**src/verilog/shreg_pkg.sv**
```systemverilog
// Purpose: Shared constants and types for the octal universal shift register
// Assumes: 25 MHz system clock; all device pins arrive asynchronously
// Notes: Register offsets are byte addresses on the Avalon-MM slave

package shreg_pkg;

	// ************************************************************
	// Widths and depths
	// ************************************************************
	localparam int REG_WIDTH = 8;
	localparam int FIFO_DEPTH = 32;
	localparam int BUS_AW = 4;
	localparam int BUS_DW = 32;

	// ************************************************************
	// Register map
	// ************************************************************
	localparam logic [3:0] OFS_CTRL = 4'h0;
	localparam logic [3:0] OFS_STATUS = 4'h4;
	localparam logic [3:0] OFS_DATA = 4'h8;
	localparam int CTRL_CAPTURE_BIT = 0;
	localparam int CTRL_OVF_CLEAR_BIT = 1;
	localparam int STAT_EMPTY_BIT = 8;
	localparam int STAT_FULL_BIT = 9;
	localparam int STAT_OVF_BIT = 10;
	localparam int DATA_VALID_BIT = 8;

	// ************************************************************
	// Reset values
	// ************************************************************
	localparam logic [7:0] STORAGE_RESET = 8'h00;
	localparam logic CAPTURE_RESET = 1'b0;
	localparam logic [31:0] READ_ZERO = 32'h0000_0000;

	// One sample of every device pin, taken through the synchroniser
	typedef struct packed {
		logic clk_pin;
		logic clear_n;
		logic sel_high;
		logic sel_low;
		logic right_in;
		logic left_in;
		logic oe_a_n;
		logic oe_b_n;
		logic [7:0] par;
	} pin_sample_t;

	// Operating modes, one-hot
	typedef enum logic [3:0] {
		MODE_HOLD = 4'b0001,
		MODE_RIGHT = 4'b0010,
		MODE_LEFT = 4'b0100,
		MODE_LOAD = 4'b1000
	} mode_t;

	// Bus slave states, one-hot
	typedef enum logic [1:0] {
		BUS_IDLE = 2'b01,
		BUS_ANSWER = 2'b10
	} bus_state_t;

	// Select pins to operating mode
	function automatic mode_t decode_mode(input logic hi, input logic lo);
		case ({hi, lo})
			2'b11: decode_mode = MODE_LOAD;
			2'b01: decode_mode = MODE_RIGHT;
			2'b10: decode_mode = MODE_LEFT;
			default: decode_mode = MODE_HOLD;
		endcase
	endfunction

endpackage

```
**src/verilog/word_fifo.sv**
```systemverilog
// Purpose: Synchronous FIFO with valid/ready on both sides
// Assumes: Single clock; DEPTH is a power of two
// Notes: Output data is the head word, valid while not empty

`timescale 1ns/100ps

module word_fifo #(
	parameter int WIDTH = 8,
	parameter int DEPTH = 32
) (
	input wire logic clk,
	input wire logic reset,
	input wire logic ce,
	input wire logic in_valid,
	output logic in_ready,
	input wire logic [WIDTH-1:0] in_data,
	output logic out_valid,
	input wire logic out_ready,
	output logic [WIDTH-1:0] out_data
);

	localparam int AW = $clog2(DEPTH);

	logic [WIDTH-1:0] mem [DEPTH];
	logic [AW-1:0] wr_ptr_r;
	logic [AW-1:0] rd_ptr_r;
	logic [AW:0] count_r;
	logic push;
	logic pop;

	// ************************************************************
	// Handshake
	// ************************************************************
	assign in_ready = (count_r != DEPTH[AW:0]);
	assign out_valid = (count_r != '0);
	assign out_data = mem[rd_ptr_r];
	assign push = ce & in_valid & in_ready;
	assign pop = ce & out_ready & out_valid;

	// Storage array; no reset so it maps onto RAM
	always_ff @(posedge clk) begin
		if (push) begin
			mem[wr_ptr_r] <= in_data;
		end
	end

	// Pointers and occupancy
	always_ff @(posedge clk or posedge reset) begin
		if (reset) begin
			wr_ptr_r <= '0;
			rd_ptr_r <= '0;
			count_r <= '0;
		end else begin
			if (push) begin
				wr_ptr_r <= wr_ptr_r + 1'b1;
			end
			if (pop) begin
				rd_ptr_r <= rd_ptr_r + 1'b1;
			end
			case ({push, pop})
				2'b10: count_r <= count_r + 1'b1;
				2'b01: count_r <= count_r - 1'b1;
				default: count_r <= count_r;
			endcase
		end
	end

endmodule // word_fifo

```
**src/verilog/octal_universal_shift_register.sv**
```systemverilog
// Purpose: Eight-bit universal shift/storage register behind its pins
// Assumes: Pins are asynchronous to clk and sampled through two flops
// Notes: Avalon-MM slave exposes storage, FIFO of captured words, control
//
// Implementation choices: the address map and the Avalon-MM slave port.

`timescale 1ns/100ps

module octal_universal_shift_register (
	input wire logic clk,
	input wire logic reset,
	input wire logic ce,
	input wire logic clock_in,
	input wire logic right_shift_serial_in,
	input wire logic left_shift_serial_in,
	input wire logic mode_select_low,
	input wire logic mode_select_high,
	input wire logic sync_clear_n,
	input wire logic output_enable_a_n,
	input wire logic output_enable_b_n,
	input wire logic [7:0] shared_parallel_pins_in,
	output logic [7:0] shared_parallel_pins_out,
	output logic shared_parallel_pins_oe,
	output logic low_end_serial_out,
	output logic high_end_serial_out,
	output logic capture_ready,
	input wire logic [3:0] address,
	input wire logic read,
	input wire logic write,
	input wire logic [31:0] writedata,
	output logic [31:0] readdata,
	output logic waitrequest
);

	// ************************************************************
	// Declarations
	// ************************************************************
	shreg_pkg::pin_sample_t pin_now;
	shreg_pkg::pin_sample_t smp1_r;
	shreg_pkg::pin_sample_t smp2_r;
	logic clk_prev_r;
	logic edge_ev;
	shreg_pkg::mode_t mode;
	logic [7:0] storage_r;
	logic [7:0] storage_nxt;
	logic [7:0] right_val;
	logic [7:0] left_val;
	logic oe_r;
	logic capture_en_r;
	logic overflow_r;
	logic ready_r;
	logic push_req;
	logic fifo_in_ready;
	logic fifo_out_valid;
	logic [7:0] fifo_out_data;
	logic pop_req;
	logic ovf_clear;
	logic bus_req;
	shreg_pkg::bus_state_t bus_state_r;
	logic [31:0] readdata_r;
	logic waitrequest_r;

	// ************************************************************
	// Pin synchroniser
	// ************************************************************

	// Gather all pins so they cross with the same latency
	always_comb begin
		pin_now.clk_pin = clock_in;
		pin_now.clear_n = sync_clear_n;
		pin_now.sel_high = mode_select_high;
		pin_now.sel_low = mode_select_low;
		pin_now.right_in = right_shift_serial_in;
		pin_now.left_in = left_shift_serial_in;
		pin_now.oe_a_n = output_enable_a_n;
		pin_now.oe_b_n = output_enable_b_n;
		pin_now.par = shared_parallel_pins_in;
	end

	// Two flops; only the second is read by logic. Reset to the idle pin levels
	// (clear and enables inactive) so the drivers stay off until real pins arrive
	always_ff @(posedge clk or posedge reset) begin
		if (reset) begin
			smp1_r <= '{clear_n: 1'b1, oe_a_n: 1'b1, oe_b_n: 1'b1, default: '0};
			smp2_r <= '{clear_n: 1'b1, oe_a_n: 1'b1, oe_b_n: 1'b1, default: '0};
		end else if (ce) begin
			smp1_r <= pin_now;
			smp2_r <= smp1_r;
		end
	end

	// Previous clock pin level for rising-edge detection
	always_ff @(posedge clk or posedge reset) begin
		if (reset) begin
			clk_prev_r <= 1'b0;
		end else if (ce) begin
			clk_prev_r <= smp2_r.clk_pin;
		end
	end

	// Data and selects were sampled together with the clock pin, so the
	// values seen at the detected edge are the ones set up before it
	assign edge_ev = ce & smp2_r.clk_pin & ~clk_prev_r;

	// ************************************************************
	// Storage register
	// ************************************************************

	assign mode = shreg_pkg::decode_mode(smp2_r.sel_high, smp2_r.sel_low);
	assign right_val = {storage_r[6:0], smp2_r.right_in};
	assign left_val = {smp2_r.left_in, storage_r[7:1]};

	// Next value at a clock-pin edge; clear overrides every mode
	always_comb begin
		if (!smp2_r.clear_n) begin
			storage_nxt = shreg_pkg::STORAGE_RESET;
		end else begin
			case (mode)
				shreg_pkg::MODE_LOAD: storage_nxt = smp2_r.par;
				shreg_pkg::MODE_RIGHT: storage_nxt = right_val;
				shreg_pkg::MODE_LEFT: storage_nxt = left_val;
				shreg_pkg::MODE_HOLD: storage_nxt = storage_r;
				default: storage_nxt = storage_r;
			endcase
		end
	end

	// Eight storage bits; output enables play no part here
	always_ff @(posedge clk or posedge reset) begin
		if (reset) begin
			storage_r <= shreg_pkg::STORAGE_RESET;
		end else if (edge_ev) begin
			storage_r <= storage_nxt;
		end
	end

	// ************************************************************
	// Pin drivers
	// ************************************************************

	// Driver enable; load mode releases the pins so the far side can drive
	always_ff @(posedge clk or posedge reset) begin
		if (reset) begin
			oe_r <= 1'b0;
		end else if (ce) begin
			oe_r <= ~smp2_r.oe_a_n & ~smp2_r.oe_b_n
				& (mode != shreg_pkg::MODE_LOAD);
		end
	end

	// All pin outputs are flops directly
	assign shared_parallel_pins_out = storage_r;
	assign shared_parallel_pins_oe = oe_r;
	assign low_end_serial_out = storage_r[0];
	assign high_end_serial_out = storage_r[7];

	// ************************************************************
	// Capture FIFO
	// ************************************************************

	// Each clock-pin edge offers the new storage value when enabled
	assign push_req = edge_ev & capture_en_r;

	word_fifo #(
		.WIDTH(shreg_pkg::REG_WIDTH),
		.DEPTH(shreg_pkg::FIFO_DEPTH)
	) u_fifo (
		.clk(clk),
		.reset(reset),
		.ce(ce),
		.in_valid(push_req),
		.in_ready(fifo_in_ready),
		.in_data(storage_nxt),
		.out_valid(fifo_out_valid),
		.out_ready(pop_req),
		.out_data(fifo_out_data)
	);

	// Ready is registered to keep the output a flop; one cycle stale
	always_ff @(posedge clk or posedge reset) begin
		if (reset) begin
			ready_r <= 1'b1;
		end else if (ce) begin
			ready_r <= fifo_in_ready;
		end
	end

	assign capture_ready = ready_r;

	// Sticky overflow; the register cannot stall, so a lost word is flagged
	always_ff @(posedge clk or posedge reset) begin
		if (reset) begin
			overflow_r <= 1'b0;
		end else if (ce) begin
			if (push_req && !fifo_in_ready) begin
				overflow_r <= 1'b1;
			end else if (ovf_clear) begin
				overflow_r <= 1'b0;
			end
		end
	end

	// ************************************************************
	// Avalon-MM slave
	// ************************************************************

	// A request is accepted in idle; the answer follows one cycle later
	assign bus_req = (read | write) & (bus_state_r == shreg_pkg::BUS_IDLE);
	assign pop_req = bus_req & read & (address == shreg_pkg::OFS_DATA);
	assign ovf_clear = bus_req & write & (address == shreg_pkg::OFS_CTRL)
		& writedata[shreg_pkg::CTRL_OVF_CLEAR_BIT];

	// Handshake sequencing
	always_ff @(posedge clk or posedge reset) begin
		if (reset) begin
			bus_state_r <= shreg_pkg::BUS_IDLE;
			waitrequest_r <= 1'b1;
		end else if (ce) begin
			case (bus_state_r)
				shreg_pkg::BUS_IDLE: begin
					if (read || write) begin
						bus_state_r <= shreg_pkg::BUS_ANSWER;
						waitrequest_r <= 1'b0;
					end
				end
				shreg_pkg::BUS_ANSWER: begin
					bus_state_r <= shreg_pkg::BUS_IDLE;
					waitrequest_r <= 1'b1;
				end
				default: begin
					bus_state_r <= shreg_pkg::BUS_IDLE;
					waitrequest_r <= 1'b1;
				end
			endcase
		end
	end

	// Control register writes
	always_ff @(posedge clk or posedge reset) begin
		if (reset) begin
			capture_en_r <= shreg_pkg::CAPTURE_RESET;
		end else if (ce && bus_req && write && address == shreg_pkg::OFS_CTRL) begin
			capture_en_r <= writedata[shreg_pkg::CTRL_CAPTURE_BIT];
		end
	end

	// Read data; unmapped addresses and empty FIFO read as zero
	always_ff @(posedge clk or posedge reset) begin
		if (reset) begin
			readdata_r <= shreg_pkg::READ_ZERO;
		end else if (ce && bus_req) begin
			readdata_r <= shreg_pkg::READ_ZERO;
			if (read) begin
				case (address)
					shreg_pkg::OFS_CTRL:
						readdata_r[shreg_pkg::CTRL_CAPTURE_BIT] <= capture_en_r;
					shreg_pkg::OFS_STATUS: begin
						readdata_r[7:0] <= storage_r;
						readdata_r[shreg_pkg::STAT_EMPTY_BIT] <= ~fifo_out_valid;
						readdata_r[shreg_pkg::STAT_FULL_BIT] <= ~fifo_in_ready;
						readdata_r[shreg_pkg::STAT_OVF_BIT] <= overflow_r;
					end
					shreg_pkg::OFS_DATA: begin
						readdata_r[7:0] <= fifo_out_valid ? fifo_out_data : 8'h00;
						readdata_r[shreg_pkg::DATA_VALID_BIT] <= fifo_out_valid;
					end
					default: readdata_r <= shreg_pkg::READ_ZERO;
				endcase
			end
		end
	end

	assign readdata = readdata_r;
	assign waitrequest = waitrequest_r;
endmodule // octal_universal_shift_register

```
**config.mk**
```make
export PLATFORM = sky130hd
export DESIGN_NAME = octal_universal_shift_register
export DESIGN_NICKNAME = d
export VERILOG_FILES = /design/src/verilog/shreg_pkg.sv /design/src/verilog/word_fifo.sv /design/src/verilog/octal_universal_shift_register.sv
export SDC_FILE = /design/constraint.sdc
export NUM_CORES = 1
export LEC_CHECK = 0
export BUFFER_PORTS_ARGS = -buffer_cell sky130_fd_sc_hd__buf_2
export CAP_MARGIN = 0
export CORE_ASPECT_RATIO = 0.6
export CORE_MARGIN = 2
export CORE_UTILIZATION = 54
export CTS_CLUSTER_DIAMETER = 150
export DETAILED_ROUTE_END_ITERATION = 8
export PLACE_DENSITY = 0.85
export SETUP_SLACK_MARGIN = 0.02
export SLEW_MARGIN = 20
export SYNTH_ARGS = -nofsm -noshare
export SYNTH_HDL_FRONTEND = slang
export SYNTH_SLANG_ARGS = --single-unit
```
**constraint.sdc**
```tcl
create_clock -name clk -period 2.7 [get_ports clk]
set_input_delay 0.27 -clock clk [delete_from_list [all_inputs] [get_ports clk]]
set_output_delay 0.27 -clock clk [all_outputs]
set_load 0.005 [all_outputs]
```
==> flow_summary.toml, run 1 <==
[place]
portBuffers = 50
place.detailed.hpwl_um = 20700
placed_area_mm2 = 0.0146
gp_congestion = 0.860
place_inst = 1148

[layout]
antenna_cells = 0
drive_gt1_frac = 0.319
final_core_util = 0.642
fin_area_mm2 = 0.0157
regArea_mm2 = 0.00955
num-fill-cells = 1586
areaGrowthSynthToFinish_pct = 15.4
final_cells = 1222
finalNetCount = 946
multi_input_area_mm2 = 0.00366

[setup_path]
crit_buf_inv = 2
worstReg2RegStart = "u_fifo.rd_ptr_r[0]"
r2r_cells = 6
path_max_fanout = 16
end_kind = "register"
cp_cell_sequence = "buf_12 -> buf_4 -> mux4_1 -> a22oi_1 -> a211oi_1 -> a221o_1"
r2r_setup_slack_ps = 70
critPathLaunchType = "register"
cp_top_family = "compound AO/OA/AOI/OAI gates"
path_depth = 6
critPathSlowestCell = "dfrtp_4"
timing.critical_path.arrival_ps = 3060
max_stage_delay_ps = 710
r2r-end = "readdata[2]"
crit_type = "register to register"
required_ps = 3130

[pwr]
p_leak_nw = 5.69
powerDensity_mw_per_mm2 = 796
max-vdd-ir-drop_uv = 557

[global_routing]
grt_pass1_vias = 7593
busiest_layer = "met1"
use_met1 = 0.376
met2_usage = 0.353
track_usage = 0.242
use_met3 = 0.0577
grt_pass1_wl_um = 47100
gr-total-overflow = 0
grt_max_degree = 53
antenna_found_initial = 0

[hold_path]
min_path_cells = 3
min_path_type = "input pin to register"
min_from = "writedata[1]"
min_to = "overflow_r"

[job]
cap_violations = 0

[timing]
worst_slew_pin_slew_ps = 1150
min_period_over_period = 0.973
rsz0062_at_grt = "no"
setup_viol = 0
relSlewSlack = 0.229
hold_viol = 0
finalCriticalPeriod_ps = 2630
drv_slew = 0
fin_setup_tns_ps = 0
clock_skew_ps = 12.4
fmax_mhz = 381

[synthesis]
seq_area_frac_synth = 0.702
syn_area_per_cell_um2 = 18.3
syn_inst = 743
ys.flop_type = "edfxtp_1"
synth-edff-count = 256
async_flop_share = 0.224
synth_cell_types = 57
netlist_top_cells_count = "edfxtp_1 (256), dfrtp_1 (66), mux4_2 (50), mux2_2 (43), nor2_1 (41)"
synth_most_common_cell = "edfxtp_1"
ys_ff_latch = 330
synth_top_area_frac = 0.565
synth_area_leaders = "edfxtp_1 (57%), dfrtp_1 (12%), mux4_2 (8.3%)"
ys_warn_count = 0
synth_top_area_cell = "edfxtp_1"
synth_area_mm2 = 0.0136

[route]
num_vias = 7601
drt_wl_total_um = 31600
first_iter_violations = 1052
drc_errors = 0
drt_pass1_iterations = 5
wl_per_cell_um = 25.8
ant_nets = 0
vias_per_cell = 6.22

[clocking]
clock_latency_ps = 560
cts.sinks = 330
cts_tree = "yes"
cts_made_buffers = 28
clk_pin_slew_ps = 70
clockBufferDepth = 3
htreeDepth = 1
root_buffer = "clkbuf_16"

[floorplan]
dieArea_mm2 = 0.0265
coreArea_mm2 = 0.0244
pin_count = 102
die_y_um = 127
start_util = 0.556
die-width_um = 209
num_rows = 44

[status]
outcome = "completed"
[how the worst max path moves through the flow]
stage	start	endpoint	slack, ps
floorplan	bus_state_r[0]	u_fifo.count_r[5]	60
global placement	u_fifo.count_r[1]	u_fifo.count_r[5]	170
detailed placement	u_fifo.count_r[1]	u_fifo.count_r[5]	80
CTS	u_fifo.count_r[1]	u_fifo.count_r[5]	60
global route	u_fifo.count_r[4]	u_fifo.count_r[5]	3
finish	u_fifo.rd_ptr_r[0]	readdata[2]	70
[state kept, by name, summed over array words and instances (netlist names)]
| name | flops |
|---|---|
| u_fifo.rd_ptr_r | 5 |
| smp2_r | 14 |
| bus_state_r | 2 |
| smp1_r | 16 |
| u_fifo.mem | 256 |
| capture_ready | 1 |
| shared_parallel_pins_oe | 1 |
| left_val | 1 |
| capture_en_r | 1 |
| shared_parallel_pins_out | 8 |
| readdata | 11 |
| right_val | 1 |
| clk_prev_r | 1 |
| u_fifo.wr_ptr_r | 5 |
| overflow_r | 1 |
| u_fifo.count_r | 6 |
[layout by cell type, fill, tap and decap left out, types with 9 or more instances in the layout]
cell           count
and2_1             9
edfxtp_1         256
a22oi_1           11
a211oi_1          10
dfrtp_1           64
clkbuf_1          10
inv_1             10
clkbuf_16         29
buf_2             50
dlygate4sd3_1     19
mux4_2            50
mux2_2            43
mux4_1            15
conb_1            21
xnor2_1            9
mux2i_1           18
buf_4             78
ha_1               9
nor2_1            41
nand2_1           22
[final cells by class]
class | instances | area share
sequential | 330 | 0.609
multi-input combinational | 352 | 0.233
timing repair buffer | 153 | 0.0731
clock buffer | 41 | 0.0504
tap | 322 | 0.0257
clock inverter | 11 | 0.00534
inverter | 13 | 0.00311
[through the flow]
stage / hold WS (ps) / worst slack, ps / power [W]
floorplan: 422 / 58.3 / 0.00779
global placement: 328 / 166 / 0.00849
detailed placement: 326 / 84.7 / 0.00859
CTS: 6.10 / 55.1 / 0.0125
global route: 23.3 / 2.59 / 0.0129
finish: 17.0 / 73.8 / 0.0125
[where the power goes]
group | internal [W] | switching [W] | total [W]
Combinational | 0.00120 | 0.00116 | 0.00237
Clock | 0.00213 | 0.00177 | 0.00389
Sequential | 0.00588 | 0.000347 | 0.00622
Total | 0.00921 | 0.00328 | 0.0125
[repair_timing]
item | 4_1_cts | 5_1_grt
hold buffers | 19 | 0
setup buffers | 0 | 3
setup endpoints to repair | 0 | 3
endpoints found under the hold margin | 38 | 0
resized for setup | 0 | 6
[routing by layer]
| layer | share of wire | vias to the layer above | wire length [µm] |
|---|---|---|---|
| li1 | - | 3174 | - |
| met1 | 0.42 | 3916 | 13300 |
| met2 | 0.44 | 460 | 14000 |
| met3 | 0.12 | 51 | 3690 |
| met4 | 0.018 | 0 | 561 |
| met5 | 0 | - | 0 |
[tightest hold or removal path, cell delays in order]
cell     delay [ps]
buf_2            90
nand2_1          60
a32o_1          120
[cell families after synthesis]
group	count (synthesis)	share of synthesized area
AOI/OAI and AO/OA	73	0.0408
xor gates and xnor gates	13	0.00837
adders and majority gates	11	0.0107
buffers and inverters	81	0.0376
DFF	330	0.702
muxes	126	0.161
other	1	0.000276
and+or+nand+nor	108	0.0394
No activity file was read; power rests on OpenSTA's default activity.
==> inputs of run 2 (changes only) <==
--- a/config.mk
+++ b/config.mk
@@ -7,14 +7,16 @@
 export LEC_CHECK = 0
 export BUFFER_PORTS_ARGS = -buffer_cell sky130_fd_sc_hd__buf_2
 export CAP_MARGIN = 0
-export CORE_ASPECT_RATIO = 0.6
+export CORE_ASPECT_RATIO = 1.75
 export CORE_MARGIN = 2
 export CORE_UTILIZATION = 54
 export CTS_CLUSTER_DIAMETER = 150
 export DETAILED_ROUTE_END_ITERATION = 8
+export GPL_ROUTABILITY_DRIVEN = 0
 export PLACE_DENSITY = 0.85
 export SETUP_SLACK_MARGIN = 0.02
 export SLEW_MARGIN = 20
 export SYNTH_ARGS = -nofsm -noshare
 export SYNTH_HDL_FRONTEND = slang
+export SYNTH_HIERARCHICAL = 1
 export SYNTH_SLANG_ARGS = --single-unit
==> run 2 against run 1 <==
Net effect:
- the run now ends with negative setup slack left
- register-to-register slack lost 99 ps
- count of clock-buffer cells in the layout shrank 10
- global-route usage down 2.3 points
- clock skew rose by 2.5 ps
- synthesized area increased by 1.7%
- combinational power up 8.9%
- power grew 4.7%
- critical path type unchanged
- largest cell class unchanged
- largest power group unchanged
==> flow_summary.toml, run 2 <==
[status]
outcome = "complete, but fails checks"
failed_checks = "negative setup slack"

[timing]
fin_setup_tns_ps = -24.7
worst_slack_ps = -24.7
min_period_over_period = 1.01
finalCriticalPeriod_ps = 2720
hold_viol = 0
setup_viol = 1
clock_skew_ps = 14.9
drv_slew = 0
relSlewSlack = 0.356
rsz0062_at_grt = "yes"
fmax_mhz = 367
worst_slew_pin_slew_ps = 962

[setup_path]
timing.critical_path.arrival_ps = 3140
required_ps = 3110
worstReg2RegStart = "u_fifo/count_r[1]"
crit_type = "register to register"
path_max_fanout = 7
end_kind = "register"
r2r_cells = 9
critPathLaunchType = "register"
r2r-end = "u_fifo/count_r[5]"
r2r_setup_slack_ps = -20

[clocking]
clk_pin_slew_ps = 70
root_buffer = "clkbuf_16"
cts.sinks = 330
clock_latency_ps = 540
htreeDepth = 1
cts_made_buffers = 27
cts_tree = "yes"
clockBufferDepth = 3

[pwr]
p_comb_frac = 0.197
p_clk_frac = 0.325
power_w = 0.0131
power.switching_w = 0.00335
p_leak_nw = 5.66
power.internal_w = 0.00972
p_seq_frac = 0.478
max-vdd-ir-drop_uv = 457
swShare = 0.256
powerDensity_mw_per_mm2 = 826

[floorplan]
coreArea_mm2 = 0.0252
num_rows = 77
die-width_um = 125
pin_count = 102
die_y_um = 216
start_util = 0.548
dieArea_mm2 = 0.0270

[hold_path]
min_path_cells = 3
min_path_type = "input pin to register"
min_from = "writedata[1]"
min_to = "overflow_r"

[synthesis]
ys_ff_latch = 330
syn_area_per_cell_um2 = 17.4
synth_top_area_frac = 0.556
synth-edff-count = 256
ys.flop_type = "edfxtp_1"
syn_inst = 795
synth_top_area_cell = "edfxtp_1"
seq_area_frac_synth = 0.690
synth_area_mm2 = 0.0138
netlist_top_cells_count = "edfxtp_1 (256), dfrtp_1 (66), mux2i_1 (43), mux4_2 (37), nor2_1 (37)"
ys_warn_count = 6
synth_cell_types = 68
synth_area_leaders = "edfxtp_1 (56%), dfrtp_1 (12%), mux4_2 (6.0%)"
async_flop_share = 0.224
synth_most_common_cell = "edfxtp_1"

[layout]
mostFrequentLayoutCells = "edfxtp_1 (256), dfrtp_1 (65), buf_4 (61)"
num-fill-cells = 1642
areaGrowthSynthToFinish_pct = 14.3
finalNetCount = 970
largest_reg_flops = 256
antenna_cells = 0
drive_gt1_frac = 0.289
final_common_cell = "edfxtp_1"
reg_top3 = "u_fifo/mem (256), smp1_r (16), smp2_r (14)"
top_register = "u_fifo/mem"

[route]
num_vias = 7554
wl_per_cell_um = 23.9
drt_pass1_iterations = 5
drt_wl_total_um = 29600
vias_per_cell = 6.11
first_iter_violations = 533
ant_nets = 0
drc_errors = 0

[global_routing]
antenna_found_initial = 0
gr-total-overflow = 0
grt_pass1_wl_um = 45600
grt_max_degree = 53
grt_pass1_vias = 8017
track_usage = 0.219

[place]
place.detailed.hpwl_um = 19100
portBuffers = 50

[job]
cap_violations = 0
-- run 2: cell count changes in the layout (fill, tap and decap cells not counted), moves of 6 or more --
cell / delta
clkbuf_1: -7
bufinv_16: +6
inv_1: +13
mux2i_1: +25
mux2_2: -8
o22a_1: +9
buf_4: -17
and2_1: -9
a21oi_1: +7
o21a_1: +9
nor3b_1: +8
mux4_2: -13
nor3_1: +7
nand2_1: -12
-- run 2: repair_timing --
| action | in CTS | in global routing |
|---|---|---|
| hold buffers | 18 | 0 |
| pin swaps | 2 | 6 |
| endpoints found under the hold margin | 39 | 0 |
| resized for setup | 4 | 4 |
| setup endpoints to repair | 2 | 8 |
| buffers inserted | 1 | 9 |
-- run 2: cells by family (layout without fill, tap and decap cells) --
logic type	count (synthesis)	count (layout)	share of synthesized area
xor gates and xnor gates	12	12	0.00760
and+or+nand+nor	101	101	0.0410
DFF	330	330	0.690
AOI/OAI and AO/OA	113	113	0.0658
muxes	128	128	0.143
adders and majority gates	11	11	0.0105
other	1	21	0.000271
buffers and inverters	99	205	0.0421
-- run 2: critical path, stage by stage, from the launching register on --
cell and delay [ps]:
dfrtp_1 390, or4_4 570, o311a_4 330, inv_2 70
ha_4 210, ha_4 230, a211oi_2 260, nor4bb_1 90
a2111o_1 310, xnor2_1 140
-- run 2: layout make-up --
| cell class | count | area (µm²) | area share |
|---|---|---|---|
| clock buffer | 31 | 701 | 0.0443 |
| clock inverter | 17 | 265 | 0.0168 |
| inverter | 26 | 97.6 | 0.00617 |
| multi-input combinational | 386 | 3870 | 0.245 |
| sequential | 330 | 9550 | 0.604 |
| tap | 316 | 395 | 0.0250 |
| timing repair buffer | 131 | 936 | 0.0592 |
-- run 2: routing by layer --
layer / global-route usage / routed length (µm)
met3: 0.0211 / 1640
met5: 0 / 0
met1: 0.233 / 9700
met2: 0.422 / 16700
met4: 0.113 / 1520
-- run 2: worst max path at each step --
stage | endpoint | slack [ps] | start
after floorplan | u_fifo/count_r[5] | -2 | u_fifo/count_r[1]
after global placement | u_fifo/count_r[5] | -80 | address[1]
after detailed placement | u_fifo/count_r[5] | -120 | address[1]
after CTS | u_fifo/count_r[5] | -40 | u_fifo/count_r[3]
after global routing | u_fifo/count_r[5] | -70 | u_fifo/count_r[1]
final | u_fifo/count_r[5] | -20 | u_fifo/count_r[1]
-- run 2: power groups by stage --
stage,clock network [W],logic [W],registers [W]
floorplan,0,0.00183,0.00621
global placement,0,0.00230,0.00635
detailed placement,0,0.00238,0.00637
CTS,0.00431,0.00244,0.00627
global route,0.00451,0.00275,0.00628
finish,0.00425,0.00258,0.00625
-- run 2: through the flow --
stage | instance area (µm²) | util | setup WS, ps | cells | hold WS (ps)
2_1_floorplan | 14000 | - | -2.35 | 815 | 184
3_3_place_gp | 14600 | 0.577 | -81.6 | 1161 | 166
3_5_place_dp | 14600 | 0.577 | -118 | 1161 | 170
4_1_cts | 15700 | 0.623 | -35.7 | 1228 | 47.7
5_1_grt | 15800 | 0.627 | -74.6 | 1237 | 117
6_report | 15800 | 0.627 | -24.7 | 1237 | 99.4
